===== src/rtl/ivau_regs.svh =====
// Register map, field positions and codes of the interrupt vector unit.
// Assumes an 8-bit register port with a 4-bit word index.
`ifndef IVAU_REGS_SVH
`define IVAU_REGS_SVH

// ************************************************************
// Register index
// ************************************************************
`define IVAU_A_SER_STAT  4'h0
`define IVAU_A_DMA_STAT  4'h1
`define IVAU_A_TMR_STAT  4'h2
`define IVAU_A_SER_EN    4'h3
`define IVAU_A_DMA_EN    4'h4
`define IVAU_A_TMR_EN    4'h5
`define IVAU_A_FIX_VEC   4'h6
`define IVAU_A_MOD_VEC   4'h7
`define IVAU_A_CTRL      4'h8
`define IVAU_A_EVT_STAT  4'h9
`define IVAU_A_EVT_MASK  4'hA

// ************************************************************
// Fields and reset values
// ************************************************************
`define IVAU_CTL_IPC     7
`define IVAU_CTL_ACK_HI  6
`define IVAU_CTL_ACK_LO  5
`define IVAU_CTL_VOS     4
`define IVAU_ACK_NONE    2'h0
`define IVAU_ACK_SINGLE  2'h1
`define IVAU_ACK_DOUBLE  2'h2
`define IVAU_EVT_VECTOR  0
`define IVAU_EVT_STRAY   1
`define IVAU_RST_BYTE    8'h00
`define IVAU_NO_CODE     6'h00

`endif


===== src/rtl/ivau_pkg.sv =====
// Types shared by the interrupt vector unit.
// Assumes nothing beyond the register header.
package ivau_pkg;

   // ************************************************************
   // Acknowledge sequencer states
   // ************************************************************
   typedef enum logic [1:0]
   {
      IVAU_IDLE,
      IVAU_WAIT_SECOND,
      IVAU_DRIVE
   } ivau_ack_state_e;

   typedef logic [7:0] ivau_byte_t;

endpackage : ivau_pkg


===== src/rtl/ivau_top.sv =====
// Interrupt request latching, masking and vector output on acknowledge.
// Assumes source requests come from logic on core_clk; cpu_ack_n is a pin.
//
// What this block does
// - timer status read-only, bits 7..4 reset zero
// - timer status bits mirror timer channel requests
// - low nibble of timer registers reads zero
// - serial enable register cleared at reset
// - DMA enable register cleared at reset
// - timer enables in bits 7..4, reset zero
// - enabled pending sources and unmasked pending events raise the request
// - vector goes only on the low byte
// - fixed mode outputs whole fixed vector byte
// - modified mode: two host bits, six source bits
// - select bit chooses fixed or modified vector
// - ack type 00 none, 01 single, 10 double
// - highest priority pending source sets the code
// - no-acknowledge type never drives the bus
// - single type drives on first acknowledge pulse
// - double type ignores first, drives on second
// - acknowledge without request drives no vector
`include "ivau_regs.svh"

module ivau_top
   import ivau_pkg::*;
(
   input  wire logic       core_clk,     // 20 MHz clock
   input  wire logic       rst,          // Synchronous reset
   input  wire logic [3:0] reg_addr,     // Register index
   input  wire logic [7:0] reg_wdata,    // Write data
   input  wire logic       reg_wr,       // Write strobe
   input  wire logic       reg_rd,       // Read strobe
   output logic      [7:0] reg_rdata,    // Read data, cycle after strobe
   input  wire logic [7:0] serial_req,   // Serial channel requests
   input  wire logic [7:0] dma_req,      // DMA requests, odd end, even error
   input  wire logic [3:0] timer_req,    // Timer channel 3..0 requests
   input  wire logic       cpu_ack_n,    // Acknowledge pin, active low
   output logic            cpu_irq,      // Interrupt request to host
   output logic      [7:0] data_lo_out,  // Vector on data bits 7..0
   output logic            data_lo_oe    // Drive enable for data bits 7..0
);

   // ************************************************************
   // Priority search
   // ************************************************************
   // Returns {found, index} of the lowest set bit.
   function automatic logic [3:0] first_set(input logic [7:0] v);
      logic [3:0] r;
      r = 4'h0;
      for (int i = 7; i >= 0; i--)
      begin
         if (v[i])
         begin
            r = {1'b1, 3'(i)};
         end
      end
      return r;
   endfunction : first_set

   // ************************************************************
   // Registers
   // ************************************************************
   logic [7:0]      serial_irq_status_r;
   logic [7:0]      dma_irq_status_r;
   logic [3:0]      timer_irq_status_r;
   logic [7:0]      serial_irq_enable_r;
   logic [7:0]      dma_irq_enable_r;
   logic [3:0]      timer_irq_enable_r;
   ivau_byte_t      fixed_vector_reg_r;
   logic [1:0]      mod_vec_hi_r;
   logic            prio_dma_first_r;
   logic [1:0]      ack_type_field_r;
   logic            vector_select_r;
   logic [1:0]      evt_stat_r;
   logic [1:0]      evt_mask_r;
   logic            ack_meta_r;
   logic            ack_sync_r;
   logic            ack_prev_r;
   ivau_ack_state_e st_r;
   ivau_ack_state_e st_nxt;

   // ************************************************************
   // Decode
   // ************************************************************
   wire logic       wr_ser_en  = reg_wr && (reg_addr == `IVAU_A_SER_EN);
   wire logic       wr_dma_en  = reg_wr && (reg_addr == `IVAU_A_DMA_EN);
   wire logic       wr_tmr_en  = reg_wr && (reg_addr == `IVAU_A_TMR_EN);
   wire logic       wr_fix     = reg_wr && (reg_addr == `IVAU_A_FIX_VEC);
   wire logic       wr_mod     = reg_wr && (reg_addr == `IVAU_A_MOD_VEC);
   wire logic       wr_ctrl    = reg_wr && (reg_addr == `IVAU_A_CTRL);
   wire logic       wr_evt     = reg_wr && (reg_addr == `IVAU_A_EVT_STAT);
   wire logic       wr_emask   = reg_wr && (reg_addr == `IVAU_A_EVT_MASK);

   // ************************************************************
   // Pending sources and priority
   // ************************************************************
   wire logic [7:0] ser_pend   = serial_irq_status_r & serial_irq_enable_r;
   wire logic [7:0] dma_pend   = dma_irq_status_r & dma_irq_enable_r;
   wire logic [3:0] tmr_pend   = timer_irq_status_r & timer_irq_enable_r;
   wire logic [1:0] evt_pend   = evt_stat_r & evt_mask_r;
   wire logic       src_pend   = (|ser_pend) || (|dma_pend) || (|tmr_pend);
   wire logic       irq_nxt    = src_pend || (|evt_pend);
   wire logic [3:0] ser_hit    = first_set(ser_pend);
   wire logic [3:0] dma_hit    = first_set(dma_pend);
   wire logic [3:0] tmr_hit    = first_set({4'h0, tmr_pend});

   // Serial codes are {channel,0,4+2k}; DMA codes {channel pair,1,4+2k}.
   wire logic [5:0] ser_code   = {ser_hit[2], 1'b0, 4'(4'h4 + {1'b0, ser_hit[1:0], 1'b0})};
   wire logic [5:0] dma_code   = {dma_hit[2], 1'b1, 4'(4'h4 + {1'b0, dma_hit[1:0], 1'b0})};
   wire logic [5:0] tmr_code   = {tmr_hit[1], 3'h7, tmr_hit[0], 1'b0};

   // Serial before DMA unless the priority bit swaps them; timers last.
   wire logic [5:0] first_code = prio_dma_first_r ? dma_code : ser_code;
   wire logic       first_hit  = prio_dma_first_r ? dma_hit[3] : ser_hit[3];
   wire logic [5:0] second_code = prio_dma_first_r ? ser_code : dma_code;
   wire logic       second_hit = prio_dma_first_r ? ser_hit[3] : dma_hit[3];
   wire logic [5:0] src_code   = first_hit  ? first_code  :
                                 second_hit ? second_code :
                                 tmr_hit[3] ? tmr_code    : `IVAU_NO_CODE;
   wire ivau_byte_t mod_vector = {mod_vec_hi_r, src_code};
   wire ivau_byte_t vec_sel    = vector_select_r ? mod_vector
                                                 : fixed_vector_reg_r;

   // ************************************************************
   // Acknowledge sequencing
   // ************************************************************
   wire logic       ack_fall   = ack_prev_r && !ack_sync_r;
   wire logic       ack_single = (ack_type_field_r == `IVAU_ACK_SINGLE);
   wire logic       ack_double = (ack_type_field_r == `IVAU_ACK_DOUBLE);
   wire logic       ack_on     = ack_single || ack_double;
   wire logic       stray_ack  = ack_fall && ack_on && !cpu_irq && (st_r != IVAU_DRIVE);
   wire logic       start_drv  = (st_r != IVAU_DRIVE) && (st_nxt == IVAU_DRIVE);
   wire logic       oe_nxt     = (st_nxt == IVAU_DRIVE) && ack_on;

   always_comb
   begin
      st_nxt = st_r;
      unique case (st_r)
         IVAU_IDLE:
         begin
            if (ack_fall && cpu_irq && ack_single)
            begin
               st_nxt = IVAU_DRIVE;
            end
            else if (ack_fall && cpu_irq && ack_double)
            begin
               st_nxt = IVAU_WAIT_SECOND;
            end
         end
         IVAU_WAIT_SECOND:
         begin
            if (!ack_double || (ack_fall && !cpu_irq))
            begin
               st_nxt = IVAU_IDLE;
            end
            else if (ack_fall)
            begin
               st_nxt = IVAU_DRIVE;
            end
         end
         IVAU_DRIVE:
         begin
            if (ack_sync_r || !ack_on)
            begin
               st_nxt = IVAU_IDLE;
            end
         end
      endcase
   end

   // ************************************************************
   // Read data
   // ************************************************************
   wire ivau_byte_t rd_mux =
      (reg_addr == `IVAU_A_SER_STAT) ? serial_irq_status_r :
      (reg_addr == `IVAU_A_DMA_STAT) ? dma_irq_status_r :
      (reg_addr == `IVAU_A_TMR_STAT) ? {timer_irq_status_r, 4'h0} :
      (reg_addr == `IVAU_A_SER_EN)   ? serial_irq_enable_r :
      (reg_addr == `IVAU_A_DMA_EN)   ? dma_irq_enable_r :
      (reg_addr == `IVAU_A_TMR_EN)   ? {timer_irq_enable_r, 4'h0} :
      (reg_addr == `IVAU_A_FIX_VEC)  ? fixed_vector_reg_r :
      (reg_addr == `IVAU_A_MOD_VEC)  ? {mod_vec_hi_r, 6'h00} :
      (reg_addr == `IVAU_A_CTRL)     ? {prio_dma_first_r, ack_type_field_r, vector_select_r, 4'h0} :
      (reg_addr == `IVAU_A_EVT_STAT) ? {6'h00, evt_stat_r} :
      (reg_addr == `IVAU_A_EVT_MASK) ? {6'h00, evt_mask_r} : `IVAU_RST_BYTE;

   // Event bits: a new event in the clearing cycle wins over the clear.
   wire logic [1:0] evt_set    = {stray_ack, start_drv};
   wire logic [1:0] evt_nxt    = (evt_stat_r & ~(wr_evt ? reg_wdata[1:0] : 2'h0)) | evt_set;

   // ************************************************************
   // Status and enables
   // ************************************************************
   always_ff @(posedge core_clk)
   begin
      if (rst)
      begin
         serial_irq_status_r <= `IVAU_RST_BYTE;
         dma_irq_status_r    <= `IVAU_RST_BYTE;
         timer_irq_status_r  <= 4'h0;
         serial_irq_enable_r <= `IVAU_RST_BYTE;
         dma_irq_enable_r    <= `IVAU_RST_BYTE;
         timer_irq_enable_r  <= 4'h0;
      end
      else
      begin
         serial_irq_status_r <= serial_req;
         dma_irq_status_r    <= dma_req;
         timer_irq_status_r  <= timer_req;
         if (wr_ser_en)
         begin
            serial_irq_enable_r <= reg_wdata;
         end
         if (wr_dma_en)
         begin
            dma_irq_enable_r <= reg_wdata;
         end
         if (wr_tmr_en)
         begin
            timer_irq_enable_r <= reg_wdata[7:4];
         end
      end
   end

   // ************************************************************
   // Vector and control registers
   // ************************************************************
   always_ff @(posedge core_clk)
   begin
      if (rst)
      begin
         fixed_vector_reg_r <= `IVAU_RST_BYTE;
         mod_vec_hi_r       <= 2'h0;
         prio_dma_first_r   <= 1'b0;
         ack_type_field_r   <= `IVAU_ACK_NONE;
         vector_select_r    <= 1'b0;
         evt_mask_r         <= 2'h0;
         evt_stat_r         <= 2'h0;
         reg_rdata          <= `IVAU_RST_BYTE;
      end
      else
      begin
         if (wr_fix)
         begin
            fixed_vector_reg_r <= reg_wdata;
         end
         if (wr_mod)
         begin
            mod_vec_hi_r <= reg_wdata[7:6];
         end
         if (wr_ctrl)
         begin
            prio_dma_first_r <= reg_wdata[`IVAU_CTL_IPC];
            ack_type_field_r <= reg_wdata[`IVAU_CTL_ACK_HI:`IVAU_CTL_ACK_LO];
            vector_select_r  <= reg_wdata[`IVAU_CTL_VOS];
         end
         if (wr_emask)
         begin
            evt_mask_r <= reg_wdata[1:0];
         end
         evt_stat_r <= evt_nxt;
         reg_rdata  <= reg_rd ? rd_mux : `IVAU_RST_BYTE;
      end
   end

   // ************************************************************
   // Acknowledge pin and vector drive
   // ************************************************************
   always_ff @(posedge core_clk)
   begin
      if (rst)
      begin
         ack_meta_r  <= 1'b1;
         ack_sync_r  <= 1'b1;
         ack_prev_r  <= 1'b1;
         st_r        <= IVAU_IDLE;
         cpu_irq     <= 1'b0;
         data_lo_out <= `IVAU_RST_BYTE;
         data_lo_oe  <= 1'b0;
      end
      else
      begin
         ack_meta_r <= cpu_ack_n;
         ack_sync_r <= ack_meta_r;
         ack_prev_r <= ack_sync_r;
         st_r       <= st_nxt;
         cpu_irq    <= irq_nxt;
         data_lo_oe <= oe_nxt;
         if (start_drv)
         begin
            data_lo_out <= vec_sel;
         end
      end
   end

   // ************************************************************
   // Checks
   // ************************************************************
   tmr_read_low_a: assert property (
      @(posedge core_clk) disable iff (rst)
      reg_rd && (reg_addr == `IVAU_A_TMR_STAT || reg_addr == `IVAU_A_TMR_EN)
      |=> reg_rdata[3:0] == 4'h0)
      else $error("Timer register low nibble read nonzero.");

   reset_clears_a: assert property (
      @(posedge core_clk)
      rst |=> (serial_irq_enable_r == 8'h00) && (dma_irq_enable_r == 8'h00)
              && (timer_irq_enable_r == 4'h0) && (timer_irq_status_r == 4'h0))
      else $error("Enable or status not cleared by reset.");

   tmr_status_follow_a: assert property (
      @(posedge core_clk) disable iff (rst)
      ##1 timer_irq_status_r == $past(timer_req))
      else $error("Timer status does not follow requests.");

   masked_no_irq_a: assert property (
      @(posedge core_clk) disable iff (rst)
      !src_pend && (evt_pend == 2'h0) |=> !cpu_irq)
      else $error("Request raised with no enabled source.");

   no_ack_quiet_a: assert property (
      @(posedge core_clk) disable iff (rst)
      !ack_on |=> !data_lo_oe)
      else $error("Bus driven with acknowledge disabled.");

   single_drive_a: assert property (
      @(posedge core_clk) disable iff (rst)
      (st_r == IVAU_IDLE) && ack_fall && cpu_irq && ack_single
      |=> data_lo_oe && (data_lo_out == $past(vec_sel)))
      else $error("Single acknowledge did not drive the vector.");

   double_first_a: assert property (
      @(posedge core_clk) disable iff (rst)
      (st_r == IVAU_IDLE) && ack_fall && cpu_irq && ack_double
      |=> !data_lo_oe ##0 (st_r == IVAU_WAIT_SECOND))
      else $error("Double acknowledge drove on first pulse.");

   stray_ack_a: assert property (
      @(posedge core_clk) disable iff (rst)
      (st_r != IVAU_DRIVE) && ack_fall && !cpu_irq |=> !data_lo_oe)
      else $error("Vector driven with no request.");

   fixed_vector_a: assert property (
      @(posedge core_clk) disable iff (rst)
      start_drv && !vector_select_r |=> data_lo_out == $past(fixed_vector_reg_r))
      else $error("Fixed vector not output unmodified.");

   mod_vector_a: assert property (
      @(posedge core_clk) disable iff (rst)
      start_drv && vector_select_r
      |=> (data_lo_out[7:6] == $past(mod_vec_hi_r)) && (data_lo_out[5:0] == $past(src_code)))
      else $error("Modified vector fields wrong.");

   prio_code_a: assert property (
      @(posedge core_clk) disable iff (rst)
      !prio_dma_first_r && ser_pend[0] |-> src_code == 6'h04)
      else $error("Highest priority code not selected.");

   double_second_a: assert property (
      @(posedge core_clk) disable iff (rst)
      (st_r == IVAU_WAIT_SECOND) && ack_fall && cpu_irq && ack_double
      |=> data_lo_oe && (data_lo_out == $past(vec_sel)))
      else $error("Double acknowledge did not drive on second pulse.");

   irq_raise_a: assert property (
      @(posedge core_clk) disable iff (rst)
      src_pend |=> cpu_irq)
      else $error("Enabled pending source did not raise the request.");

   drive_release_a: assert property (
      @(posedge core_clk) disable iff (rst)
      (st_r == IVAU_DRIVE) && ack_sync_r |=> !data_lo_oe)
      else $error("Vector still driven after acknowledge ended.");

endmodule : ivau_top


===== config.mk =====
export PLATFORM = sky130hd
export DESIGN_NAME = ivau_top
export DESIGN_NICKNAME = d
export VERILOG_FILES = /design/src/rtl/ivau_pkg.sv /design/src/rtl/ivau_top.sv
export VERILOG_INCLUDE_DIRS = /design/src /design/src/rtl
export SDC_FILE = /design/constraint.sdc
export NUM_CORES = 1
export LEC_CHECK = 0
export ABC_AREA = 1
export BUFFER_PORTS_ARGS = -buffer_cell sky130_fd_sc_hd__clkbuf_2
export CORE_ASPECT_RATIO = 0.9
export CORE_MARGIN = 3
export CORE_UTILIZATION = 25
export DETAILED_ROUTE_END_ITERATION = 8
export PLACE_DENSITY = 0.47
export SYNTH_ARGS = -nofsm -noshare
export SYNTH_HDL_FRONTEND = slang
export SYNTH_SLANG_ARGS = --single-unit

===== constraint.sdc =====
create_clock -name core_clk -period 2.1 [get_ports core_clk]
set_clock_uncertainty 0.15 [all_clocks]
set_input_delay 0.42 -clock core_clk [delete_from_list [all_inputs] [get_ports core_clk]]
set_output_delay 0.42 -clock core_clk [all_outputs]
set_load 0.01 [all_outputs]

* Word level (Yosys, flattened, before mapping)
Cells that the tools add are included.
** Storage, ports and cells
- Flip-flop bits (word level) :: 81
- Input bits :: 37
** Cells by class
- Equal/unequal tests :: 16
- Bitwise logic cells :: 8
- Muxes and demuxes :: 46
- Add/subtract/negate cells :: 2
- Reductions and logical operators :: 35
** Operators by type and width (count)
- $mux 4 :: 20
- $mux 8 :: 10
- $mux 6 :: 5
- $logic_and 1x1->1 :: 18
- $and 8x8->8 :: 2
- $eq 4x3->1 const B :: 4
- $mux 2 :: 8
- $reduce_or 8->1 :: 2
- $eq 4x4->1 const B :: 3
- $add 3x3->4 const A :: 2
- $eq 4x2->1 const B :: 2
- $eq 2x2->1 const B :: 3
- $logic_or 1x1->1 :: 6
- $pmux 2 s3 :: 1
- $and 2x2->2 :: 2
- $and 4x4->4 :: 1
- $eq 2x1->1 const B :: 2
- $eq 4x1->1 const B :: 1
- $logic_not 1->1 :: 4
- $logic_not 4->1 :: 1
- $reduce_or 2->1 :: 2
- $reduce_or 4->1 :: 1
- $logic_not 2->1 :: 1
- $mux 1 :: 2
- other kinds (4) :: 4

* Logic depth before layout (Yosys ltp)
Gate-level depths: netlist (run 1).
- Depth after elaboration :: 14
- Depth in mapped cells :: 13
- Gate-level depth less buffers :: 12

* Worst setup path before layout (run 1)
Ideal clock, no wire load.
- Kind :: register -> register
- Start :: register ack_type_field_r[0]
- End :: register data_lo_out[2]
- Stages on the path, launching flop included :: 14
- Path buffers :: 1
- Arrival time :: 1499 ps
- Path slack :: 329 ps
- Period minus slack after synthesis :: 1771 ps
- Path through :: dfxtp_1 -> inv_1 -> ha_1 -> nor2_1 -> nand2_1 -> o21ai_1 -> nand3_1 -> nand2_2 -> nor2_2 -> nand2_2 -> buf_6 -> nand2_1 -> nand2_1 -> a21oi_2
** On the way
- Cells in the longest elaborated chain, start to end :: 8
- Elaborated cells on any way between the ends :: 16
- Classes of those cells :: eq/ne: 3; mux: 5; reduce/logical: 8
** RTL lines
- start, declared :: RTL line ivau_top.sv:72 : logic [1:0] ack_type_field_r;
- start signal, assigned :: RTL line ivau_top.sv:235 : ack_type_field_r <= `IVAU_ACK_NONE;
- start signal, assigned :: RTL line ivau_top.sv:254 : ack_type_field_r <= reg_wdata[`IVAU_CTL_ACK_HI:`IVAU_CTL_ACK_LO];
- $eq 2x1->1 (no source line) / $eq 2x2->1 (equally long branches)
- $logic_or 1x1->1 :: RTL line ivau_top.sv:130 : wire logic ack_on = ack_single || ack_double;
- $logic_not 1->1 :: RTL line ivau_top.sv:163 : if (ack_sync_r || !ack_on)
- $logic_or 1x1->1 :: RTL line ivau_top.sv:163
- $mux 2 :: RTL line ivau_top.sv:163
- $pmux 2 s3 * :: RTL line ivau_top.sv:138 : unique case (st_r)
- $eq 2x2->1 * :: RTL line ivau_top.sv:132 : wire logic start_drv = (st_r != IVAU_DRIVE) && (st_nxt == IVAU_DRIVE);
- $logic_and 1x1->1 * :: RTL line ivau_top.sv:132
- end signal, assigned :: RTL line ivau_top.sv:278 : data_lo_out <= `IVAU_RST_BYTE;
- end signal, assigned :: RTL line ivau_top.sv:291 : data_lo_out <= vec_sel;
- end, declared :: RTL line ivau_top.sv:39 : output logic [7:0] data_lo_out,
Mark *: on every way between the ends. The rest lies on a longest branch, timed or not.
A chain may end at the register's enable or synchronous reset.

* Worst setup path in the final report (run 1)
- Start :: register ack_type_field_r[0]
- End :: register data_lo_out[4]
Same word-level chain as after synthesis.

==> out/metrics.cfg, run 1 <==
[clock_network]
h-tree-depth = 3
ctsHoldBuffers = 0
numCtsBuffers = 9
clock_path_buffers = 2
cts_setup_buffers = 0
cts_resized = 0
cts.sinks = 81
cts_tree = built
clk_latency_ns = 0.34
cts_root_buf = clkbuf_16
cts.clk_slew.worst_paths_ns = 0.06

[drt]
viasPerCell = 4.53
wirelength_um = 11500
first_pass_iters = 4
drtIter0Drc = 228
wl_per_cell_um = 13.9
num_vias = 3764
route.detailed.drc = 0
ant_nets = 0

[critical_path]
cpMaxStageDelayCell = ha_1
path_max_fanout = 11
cp-end-kind = flip-flop
worst_ep_required_time_ns = 2.18
max_stage_delay_ns = 0.33
crit_path_start_kind = flip-flop
crit_chain = inv_1, ha_1, nor2_1, nand3_1, nand3_2, nand2_4, nor2_2, nand2_4, nor3_2, nor2_1
cp_data_arrival_time_ns = 2.00
critPathKind = reg -> reg

[synth]
ys_seq_area_frac = 0.425
synth_ff_type = dfxtp_1
synth.net_count = 604
ys_async_sr_fraction = 0
yosysWarningCount = 0
syn_area_um2 = 3820
netlist_top_cells_area = dfxtp_1 (42%), nand2_1 (15%), a21oi_1 (7.3%)
synth_top_area_share = 0.425
synth_common_cells = nand2_1 (154), dfxtp_1 (81), inv_1 (73)
synth_most_common_cell = nand2_1
syn_inst = 563
avgSynthCellArea_um2 = 6.78
synth_seq_cells = 81
yosys.area.top_type = dfxtp_1
ys_types = 36
synth-edff-count = 0

[sta]
rsz0062_at_grt = false
setup-violations-final = 0
tns_ns = 0
min_period_ns = 1.92
slew-limit-headroom = 0.707
worst_slew_pin_slew_ns = 0.438
hold_viol_final = 0
fmax_mhz = 522
post-route-period-util = 0.912
final_max_slew_viol_count = 0

[global_route]
grt_pass1_vias = 3530
grt_overflow_total = 0
grt_pass1_wl_um = 18100
antenna_found_initial = 0
grt.total_usage = 0.143
grt_max_degree = 28

[cells_and_area]
finalNetCount = 669
ff_latch_area_um2 = 1620
finish.utilization = 0.315
layout-drive-gt1-share = 0.176
area_delta_synth_final_pct = 22.4
n_fill_cell = 1665
antenna_cells = 0
multiInputGateArea_um2 = 1830

[placed_design]
gp_congestion = 0.830
io_buffer_count = 54
hpwl_um = 9050

[die]
initial_core_util = 0.258
num_rows = 42
die_x_um = 136
die_h_um = 123
dieArea_um2 = 16800
ioPinCount = 55
coreArea_um2 = 14800

[pwr]
ir_drop_mv = 0.402
pwr_density_cell_nw_per_um2 = 779
leakagePower_uw = 0.00211

[status]
status = finished, final reports clean

[run]
drv_cap = 0

[hold_path]
hp-class = in -> reg

-- area by class of cell --
| cell class | instances | area share |
|---|---|---|
| clock buffers | 9 | 0.0482 |
| clock inverters | 6 | 0.0129 |
| inverters | 78 | 0.0627 |
| multi-input cells | 388 | 0.392 |
| flip-flops and latches | 81 | 0.347 |
| well taps | 198 | 0.0531 |
| repair buffers | 70 | 0.0836 |
-- report_power, final --
| group | internal [µW] | leakage [µW] | switching (µW) |
|---|---|---|---|
| Clock | 906 | 0.000137 | 625 |
| Combinational | 160 | 0.00132 | 284 |
| Sequential | 1610 | 0.000661 | 49.7 |
| Total | 2680 | 0.00211 | 959 |
-- sequential cells by signal, indices dropped and copies added (netlist names), 2 cells and up --
| register | count |
|---|---|
| data_lo_out | 8 |
| dma_irq_enable_r | 8 |
| dma_irq_status_r | 8 |
| fixed_vector_reg_r | 8 |
| reg_rdata | 8 |
| serial_irq_enable_r | 8 |
| serial_irq_status_r | 8 |
| timer_irq_enable_r | 4 |
| timer_irq_status_r | 4 |
| ack_type_field_r | 2 |
| evt_mask_r | 2 |
| evt_stat_r | 2 |
| mod_vec_hi_r | 2 |
| st_r | 2 |
-- kinds of logic after synthesis --
logic type / after synthesis / share of synthesized area
AOI/OAI and AO/OA: 106 / 0.151
adders and majority gates: 4 / 0.0131
buffers and inverters: 94 / 0.0964
DFF: 81 / 0.425
and+or+nand+nor: 278 / 0.314
-- worst max-delay path, delay by kind of cell (launching register included) --
family	cells	cell delay (ns)
adders and majority gates	1	0.33
and+or+nand+nor	8	0.93
buffers and inverters	1	0.07
DFF	1	0.32
-- through the flow --
stage	setup WS (ns)	std cells	area [µm²]	hold WS [ns]	power, µW
2_1_floorplan	0.329	563	3820	0.239	1970
4_1_cts	0.143	830	4660	0.0965	3690
3_3_place_gp	0.218	815	4380	0.246	2130
6_report	0.185	830	4670	0.109	3640
5_1_grt	0.0590	830	4670	0.105	3810
3_5_place_dp	0.158	815	4380	0.253	2140
-- placed cells by master (no fill, tap or decap), types with 5 or more instances in the layout --
cell type  count
nand2_1      154
dfxtp_1       81
inv_1         73
a21oi_1       56
clkbuf_2      54
nor2_1        53
nand3_1       46
o21ai_0       29
buf_4         16
clkbuf_16      9
o21ai_1        5
nand4_1        5
-- worst paths after layout --
path                                    startpoint                        endpoint  slack, ns  cells after the start
hold / removal                          dma_req[1]  dma_irq_status_r[1]$_SDFF_PP0_       0.11                      3
setup / recovery  ack_type_field_r[0]$_SDFFE_PP0P_     data_lo_out[4]$_SDFFE_PP0P_       0.18                     10
hold reg to reg              ack_meta_r$_SDFF_PP1_           ack_sync_r$_SDFF_PP1_       0.26                      1
setup reg to reg  ack_type_field_r[0]$_SDFFE_PP0P_     data_lo_out[4]$_SDFFE_PP0P_       0.18                     10
-- per-layer routing --
metal	global-route usage	share of wire	up-vias
met5	0	0	-
met4	0.0372	0.011	0
met3	0.0386	0.043	9
met2	0.218	0.44	82
met1	0.201	0.51	1743
li1	-	-	1930
Note: power is estimated with default switching activity, not from simulation.
==> run 2: changes to the inputs <==
--- a/config.mk
+++ b/config.mk
@@ -12,7 +12,6 @@
 export CORE_MARGIN = 3
 export CORE_UTILIZATION = 25
 export DETAILED_ROUTE_END_ITERATION = 8
-export PLACE_DENSITY = 0.47
 export SYNTH_ARGS = -nofsm -noshare
 export SYNTH_HDL_FRONTEND = slang
 export SYNTH_SLANG_ARGS = --single-unit
==> out/metrics.cfg, run 2 (synthesis results as in run 1) <==
[placed_design]
hpwl_um = 8230  ; -9.1%
pre_cts_slack_ns = 0.167  ; +0.00947 ns
io_buffer_count = 54  ; unchanged
gp_congestion = 0.860  ; +3.6%

[hold_path]
hold_path_startpoint = timer_req[3]
hold_depth = 3  ; unchanged
hold_path_end = timer_irq_status_r[3]$_SDFF_PP0_
hp-class = in -> reg

[sta]
fmax_mhz = 529  ; +1.3%
hold_ws_ns = 0.108  ; -0.00166 ns
setup-violations-final = 0  ; unchanged
final_max_slew_viol_count = 0  ; unchanged
worst_slew_pin_slew_ns = 0.528  ; +0.0896 ns
post-route-period-util = 0.900  ; -0.0120
setup_ws_ns = 0.210  ; +0.0252 ns
hold_viol_final = 0  ; unchanged
tns_ns = 0  ; unchanged
min_period_ns = 1.89  ; -0.0252 ns
slew-limit-headroom = 0.648  ; -0.0590
rsz0062_at_grt = false

[critical_path]
cpMaxStageDelayCell = ha_1
crit_buf_inv = 1  ; unchanged
crit_chain = inv_1, ha_1, nor2_1, nand2_1, o21ai_1, nand3_1, nand2_2, nor2_2, nand2_4, nand2_1, nand2_1, a21oi_2
regToRegSetupSlack_ns = 0.21  ; +0.03 ns
max_stage_delay_ns = 0.34  ; about the same
path_max_fanout = 11  ; unchanged
r2r_cells = 12  ; +2
reg2reg_to = data_lo_out[2]$_SDFFE_PP0P_
crit_path_start_kind = flip-flop
critPathKind = reg -> reg
crit_top_cell = nand2_1
worst_ep_required_time_ns = 2.18  ; about the same
cp_data_arrival_time_ns = 1.97  ; -0.03 ns
r2r_start = ack_type_field_r[0]$_SDFFE_PP0P_
path_delay_family = simple AND/OR/NAND/NOR gates
cp-end-kind = flip-flop

[pwr]
power_uw = 3580  ; -1.7%
pwr_density_cell_nw_per_um2 = 772  ; -0.98%
ir_drop_mv = 0.313  ; -22%
leakagePower_uw = 0.00209  ; -1.2%

[cells_and_area]
final_common_cell = nand2_1
finish.utilization = 0.313  ; -0.00245
layout-drive-gt1-share = 0.172  ; -0.00393
antenna_cells = 0  ; unchanged
finalNetCount = 665  ; -0.60%
area_delta_synth_final_pct = 21.4
layout_common_cells = nand2_1 (154), dfxtp_1 (81), inv_1 (73), a21oi_1 (56), clkbuf_2 (54)

[clock_network]
h-tree-depth = 3  ; unchanged
cts.clk_slew.worst_paths_ns = 0.06  ; about the same
clk_latency_ns = 0.34  ; about the same
numCtsBuffers = 9  ; unchanged
cts_root_buf = clkbuf_16
ctsHoldBuffers = 0  ; unchanged
cts.sinks = 81  ; unchanged
cts_tree = built
clock_path_buffers = 2  ; unchanged

[drt]
drtIter0Drc = 197  ; -14%
wirelength_um = 10700  ; -7.5%
route.detailed.drc = 0  ; unchanged
wl_per_cell_um = 12.9  ; -7.1%
viasPerCell = 4.49  ; -0.92%
num_vias = 3716  ; -1.3%
first_pass_iters = 5  ; +1
ant_nets = 0  ; unchanged

[global_route]
grt_overflow_total = 0  ; unchanged
grt.total_usage = 0.129  ; -0.0137
grt_max_degree = 48  ; +71%
grt_pass1_wl_um = 17000  ; -6.4%
antenna_found_initial = 0  ; unchanged
grt_pass1_vias = 3347  ; -5.2%

[die]
initial_core_util = 0.258  ; unchanged
die_h_um = 123  ; unchanged
die_x_um = 136  ; unchanged
coreArea_um2 = 14800  ; unchanged
num_rows = 42  ; unchanged
ioPinCount = 55  ; unchanged
dieArea_um2 = 16800  ; unchanged

[run]
drv_cap = 0  ; unchanged

[status]
status = finished, final reports clean

==> run 2: tightest hold or removal path: cells and delay by family <==
family	cells	cell delay (ns)
and+or+nand+nor	1	0.03
buffers and inverters	2	0.12
==> run 2: how the worst max path moves through the flow <==
stage	from	to	slack, ns	depth (start not counted)
finish	ack_type_field_r[0]$_SDFFE_PP0P_	data_lo_out[2]$_SDFFE_PP0P_	0.21	12
global route	ack_type_field_r[0]$_SDFFE_PP0P_	data_lo_out[5]$_SDFFE_PP0P_	0.003	12
floorplan	ack_type_field_r[0]$_SDFFE_PP0P_	data_lo_out[2]$_SDFFE_PP0P_	0.33	13
detailed placement	ack_type_field_r[0]$_SDFFE_PP0P_	data_lo_out[2]$_SDFFE_PP0P_	0.17	12
global placement	ack_type_field_r[0]$_SDFFE_PP0P_	data_lo_out[2]$_SDFFE_PP0P_	0.21	12
CTS	ack_type_field_r[0]$_SDFFE_PP0P_	data_lo_out[2]$_SDFFE_PP0P_	0.14	12
==> run 2: through the flow <==
stage               instance area [µm²]  instances
finish                             4630        827
global route                       4630        827
CTS                                4630        827
detailed placement                 4350        811
global placement                   4350        811
floorplan                          3820        563
==> run 2: power breakdown <==
part	switching, µW	internal (µW)	total [µW]
Sequential	45.7	1610	1660
Combinational	279	158	436
Clock	672	808	1480
==> run 2: final cells by class <==
class,instances,area (µm²)
clock inverter,7,53.8
fill,1611,10200
timing repair buffer,66,360
sequential,81,1620
tap,198,248
clock buffer,9,225
multi-input combinational,388,1830
inverter,78,293
==> run 2: repair_timing <==
action | in CTS | in global routing
setup endpoints to repair | 0 | 6
resized for setup | 0 | 1
endpoints found under the hold margin | 0 | 0
buffers inserted | 0 | 0
==> run 2: metal layers <==
metal / wire length (µm) / vias to the layer above / global-route usage
li1: - / 1918 / -
met1: 5180 / 1676 / 0.178
met2: 4770 / 106 / 0.202
met3: 600 / 16 / 0.0293
met4: 118 / 0 / 0.0397
met5: 0 / - / 0
==> run 3: changes to the inputs <==
==> constraint.sdc (replaced) <==
create_clock -name core_clk -period 2.1 [get_ports core_clk]
set_clock_uncertainty 0.15 [all_clocks]
set_input_delay 0.21 -clock core_clk [delete_from_list [all_inputs] [get_ports core_clk]]
set_output_delay 0.21 -clock core_clk [all_outputs]
set_load 0.01 [all_outputs]
==> out/metrics.cfg, run 3 (synthesis results as in run 1) <==
[sta]
fmax_mhz = 523  ; -1.1%
min_period_ns = 1.91  ; +0.0206 ns
rsz0062_at_grt = false
post-route-period-util = 0.910  ; +0.00983
worst_slew_pin_slew_ns = 0.527  ; -0.00116 ns
hold_ws_ns = 0.00857  ; -0.0991 ns
setup_ws_ns = 0.189  ; -0.0206 ns
setup-violations-final = 0  ; unchanged
tns_ns = 0  ; unchanged
final_max_slew_viol_count = 0  ; unchanged
hold_viol_final = 0  ; unchanged
slew-limit-headroom = 0.649  ; +0.000771

[cells_and_area]
area_delta_synth_final_pct = 26.9
fin_area_um2 = 4840  ; +4.5%
antenna_cells = 0  ; unchanged
layout-drive-gt1-share = 0.166  ; -0.00529
finalNonFillerCells = 847  ; +2.4%
final_common_cell = nand2_1
finalNetCount = 685  ; +3.0%
layout_common_cells = nand2_1 (154), dfxtp_1 (81), inv_1 (73), a21oi_1 (56), clkbuf_2 (54)

[global_route]
grt_pass1_vias = 3548  ; +6.0%
grt_overflow_total = 0  ; unchanged
grt_max_degree = 48  ; unchanged
antenna_found_initial = 0  ; unchanged
grt_pass1_wl_um = 17600  ; +3.6%
grt.total_usage = 0.134  ; +0.00485

[drt]
viasPerCell = 4.45  ; -0.89%
route.detailed.drc = 0  ; unchanged
drtIter0Drc = 270  ; +37%
first_pass_iters = 5  ; unchanged
wl_per_cell_um = 12.6  ; -2.4%
num_vias = 3772  ; +1.5%
ant_nets = 0  ; unchanged
wirelength_um = 10700  ; about the same

[critical_path]
reg2reg_to = data_lo_out[4]$_SDFFE_PP0P_
cp_data_arrival_time_ns = 2.04  ; +0.07 ns
cp-end-kind = flip-flop
critPathKind = reg -> reg
crit_path_start_kind = flip-flop
path_max_fanout = 4  ; -7
r2r_cells = 10  ; -2
r2r_start = ack_type_field_r[0]$_SDFFE_PP0P_
regToRegSetupSlack_ns = 0.19  ; -0.02 ns
worst_ep_required_time_ns = 2.23  ; +0.05 ns

[clock_network]
cts.clk_slew.worst_paths_ns = 0.06  ; about the same
cts_root_buf = clkbuf_16
clk_latency_ns = 0.34  ; about the same
h-tree-depth = 3  ; unchanged
numCtsBuffers = 9  ; unchanged
cts.sinks = 81  ; unchanged
clock_path_buffers = 2  ; unchanged
cts_tree = built

[pwr]
p_seq_frac = 0.459  ; -0.005
pwr-share-clk = 0.408  ; -0.006
netSwitchingFraction = 0.276  ; -0.00213
leakagePower_uw = 0.00218  ; +4.4%
ir_drop_mv = 0.346  ; +11%
p_sw_uw = 1000  ; +0.39%
intPower_uw = 2620  ; +1.5%
pwr-share-comb = 0.133  ; +0.011
pwr_density_cell_nw_per_um2 = 747  ; -3.2%

[hold_path]
hold_path_end = serial_irq_enable_r[2]$_SDFFE_PP0P_
hold_depth = 3  ; unchanged
hold_path_startpoint = reg_wdata[2]
hp-class = in -> reg

[die]
coreArea_um2 = 14800  ; unchanged
ioPinCount = 55  ; unchanged
num_rows = 42  ; unchanged
dieArea_um2 = 16800  ; unchanged
initial_core_util = 0.258  ; unchanged
die_h_um = 123  ; unchanged
die_x_um = 136  ; unchanged

[placed_design]
io_buffer_count = 54  ; unchanged
placed_cells = 808  ; -0.37%
gp_congestion = 0.843  ; -2.0%
hpwl_um = 8070  ; -2.0%
pre_cts_slack_ns = 0.163  ; -0.00469 ns
placed_area_um2 = 4330  ; -0.52%

[run]
drv_cap = 0  ; unchanged

[status]
status = finished, final reports clean

## run 3: worst max-delay path by stage
| stage | startpoint | endpoint | slack [ns] | cells after the start |
|---|---|---|---|---|
| finish | ack_type_field_r[0]$_SDFFE_PP0P_ | data_lo_out[4]$_SDFFE_PP0P_ | 0.19 | 10 |
| CTS | ack_type_field_r[0]$_SDFFE_PP0P_ | data_lo_out[1]$_SDFFE_PP0P_ | 0.14 | 12 |
| detailed placement | ack_type_field_r[0]$_SDFFE_PP0P_ | data_lo_out[1]$_SDFFE_PP0P_ | 0.16 | 12 |
| global route | ack_type_field_r[0]$_SDFFE_PP0P_ | data_lo_out[4]$_SDFFE_PP0P_ | 0.005 | 10 |
| floorplan | ack_type_field_r[0]$_SDFFE_PP0P_ | data_lo_out[2]$_SDFFE_PP0P_ | 0.33 | 13 |
| global placement | ack_type_field_r[0]$_SDFFE_PP0P_ | data_lo_out[2]$_SDFFE_PP0P_ | 0.22 | 12 |
## run 3: power by group through the flow
stage / clock network [µW] / logic [µW] / registers [µW]
2_1_floorplan: 0 / 272 / 1700
3_3_place_gp: 0 / 430 / 1690
3_5_place_dp: 0 / 435 / 1690
4_1_cts: 1510 / 466 / 1660
5_1_grt: 1560 / 547 / 1670
6_report: 1480 / 482 / 1660
## run 3: final cells by class
class,count,area [µm²]
fill,1653,9980
sequential,81,1620
multi-input combinational,388,1830
inverter,78,293
timing repair buffer,86,563
clock buffer,9,225
clock inverter,7,56.3
tap,198,248
## run 3: layer usage
metal	GRT usage	routed length, µm
met3	0.0212	444
met2	0.212	4810
met4	0.0560	267
met5	0	0
met1	0.183	5150
## run 3: critical path, stage by stage, from the launching register on
cell	delay [ns]
dfxtp_1	0.33
inv_1	0.07
ha_1	0.35
nor2_2	0.13
nand3_1	0.09
nand3_2	0.11
nand2_4	0.07
nor3_4	0.23
buf_4	0.16
o21ai_1	0.06
nor2_1	0.10
## run 3: metrics by stage
stage	util	total power [µW]
floorplan	-	1970
global placement	0.292	2130
detailed placement	0.292	2130
CTS	0.325	3630
global route	0.327	3780
finish	0.327	3620
## run 3: repair_timing
action | CTS | global route
endpoints found under the hold margin | 21 | 0
gates resized for setup | 0 | 2
buffers inserted | 0 | 2
setup endpoints to repair | 0 | 8
hold buffers | 21 | 0
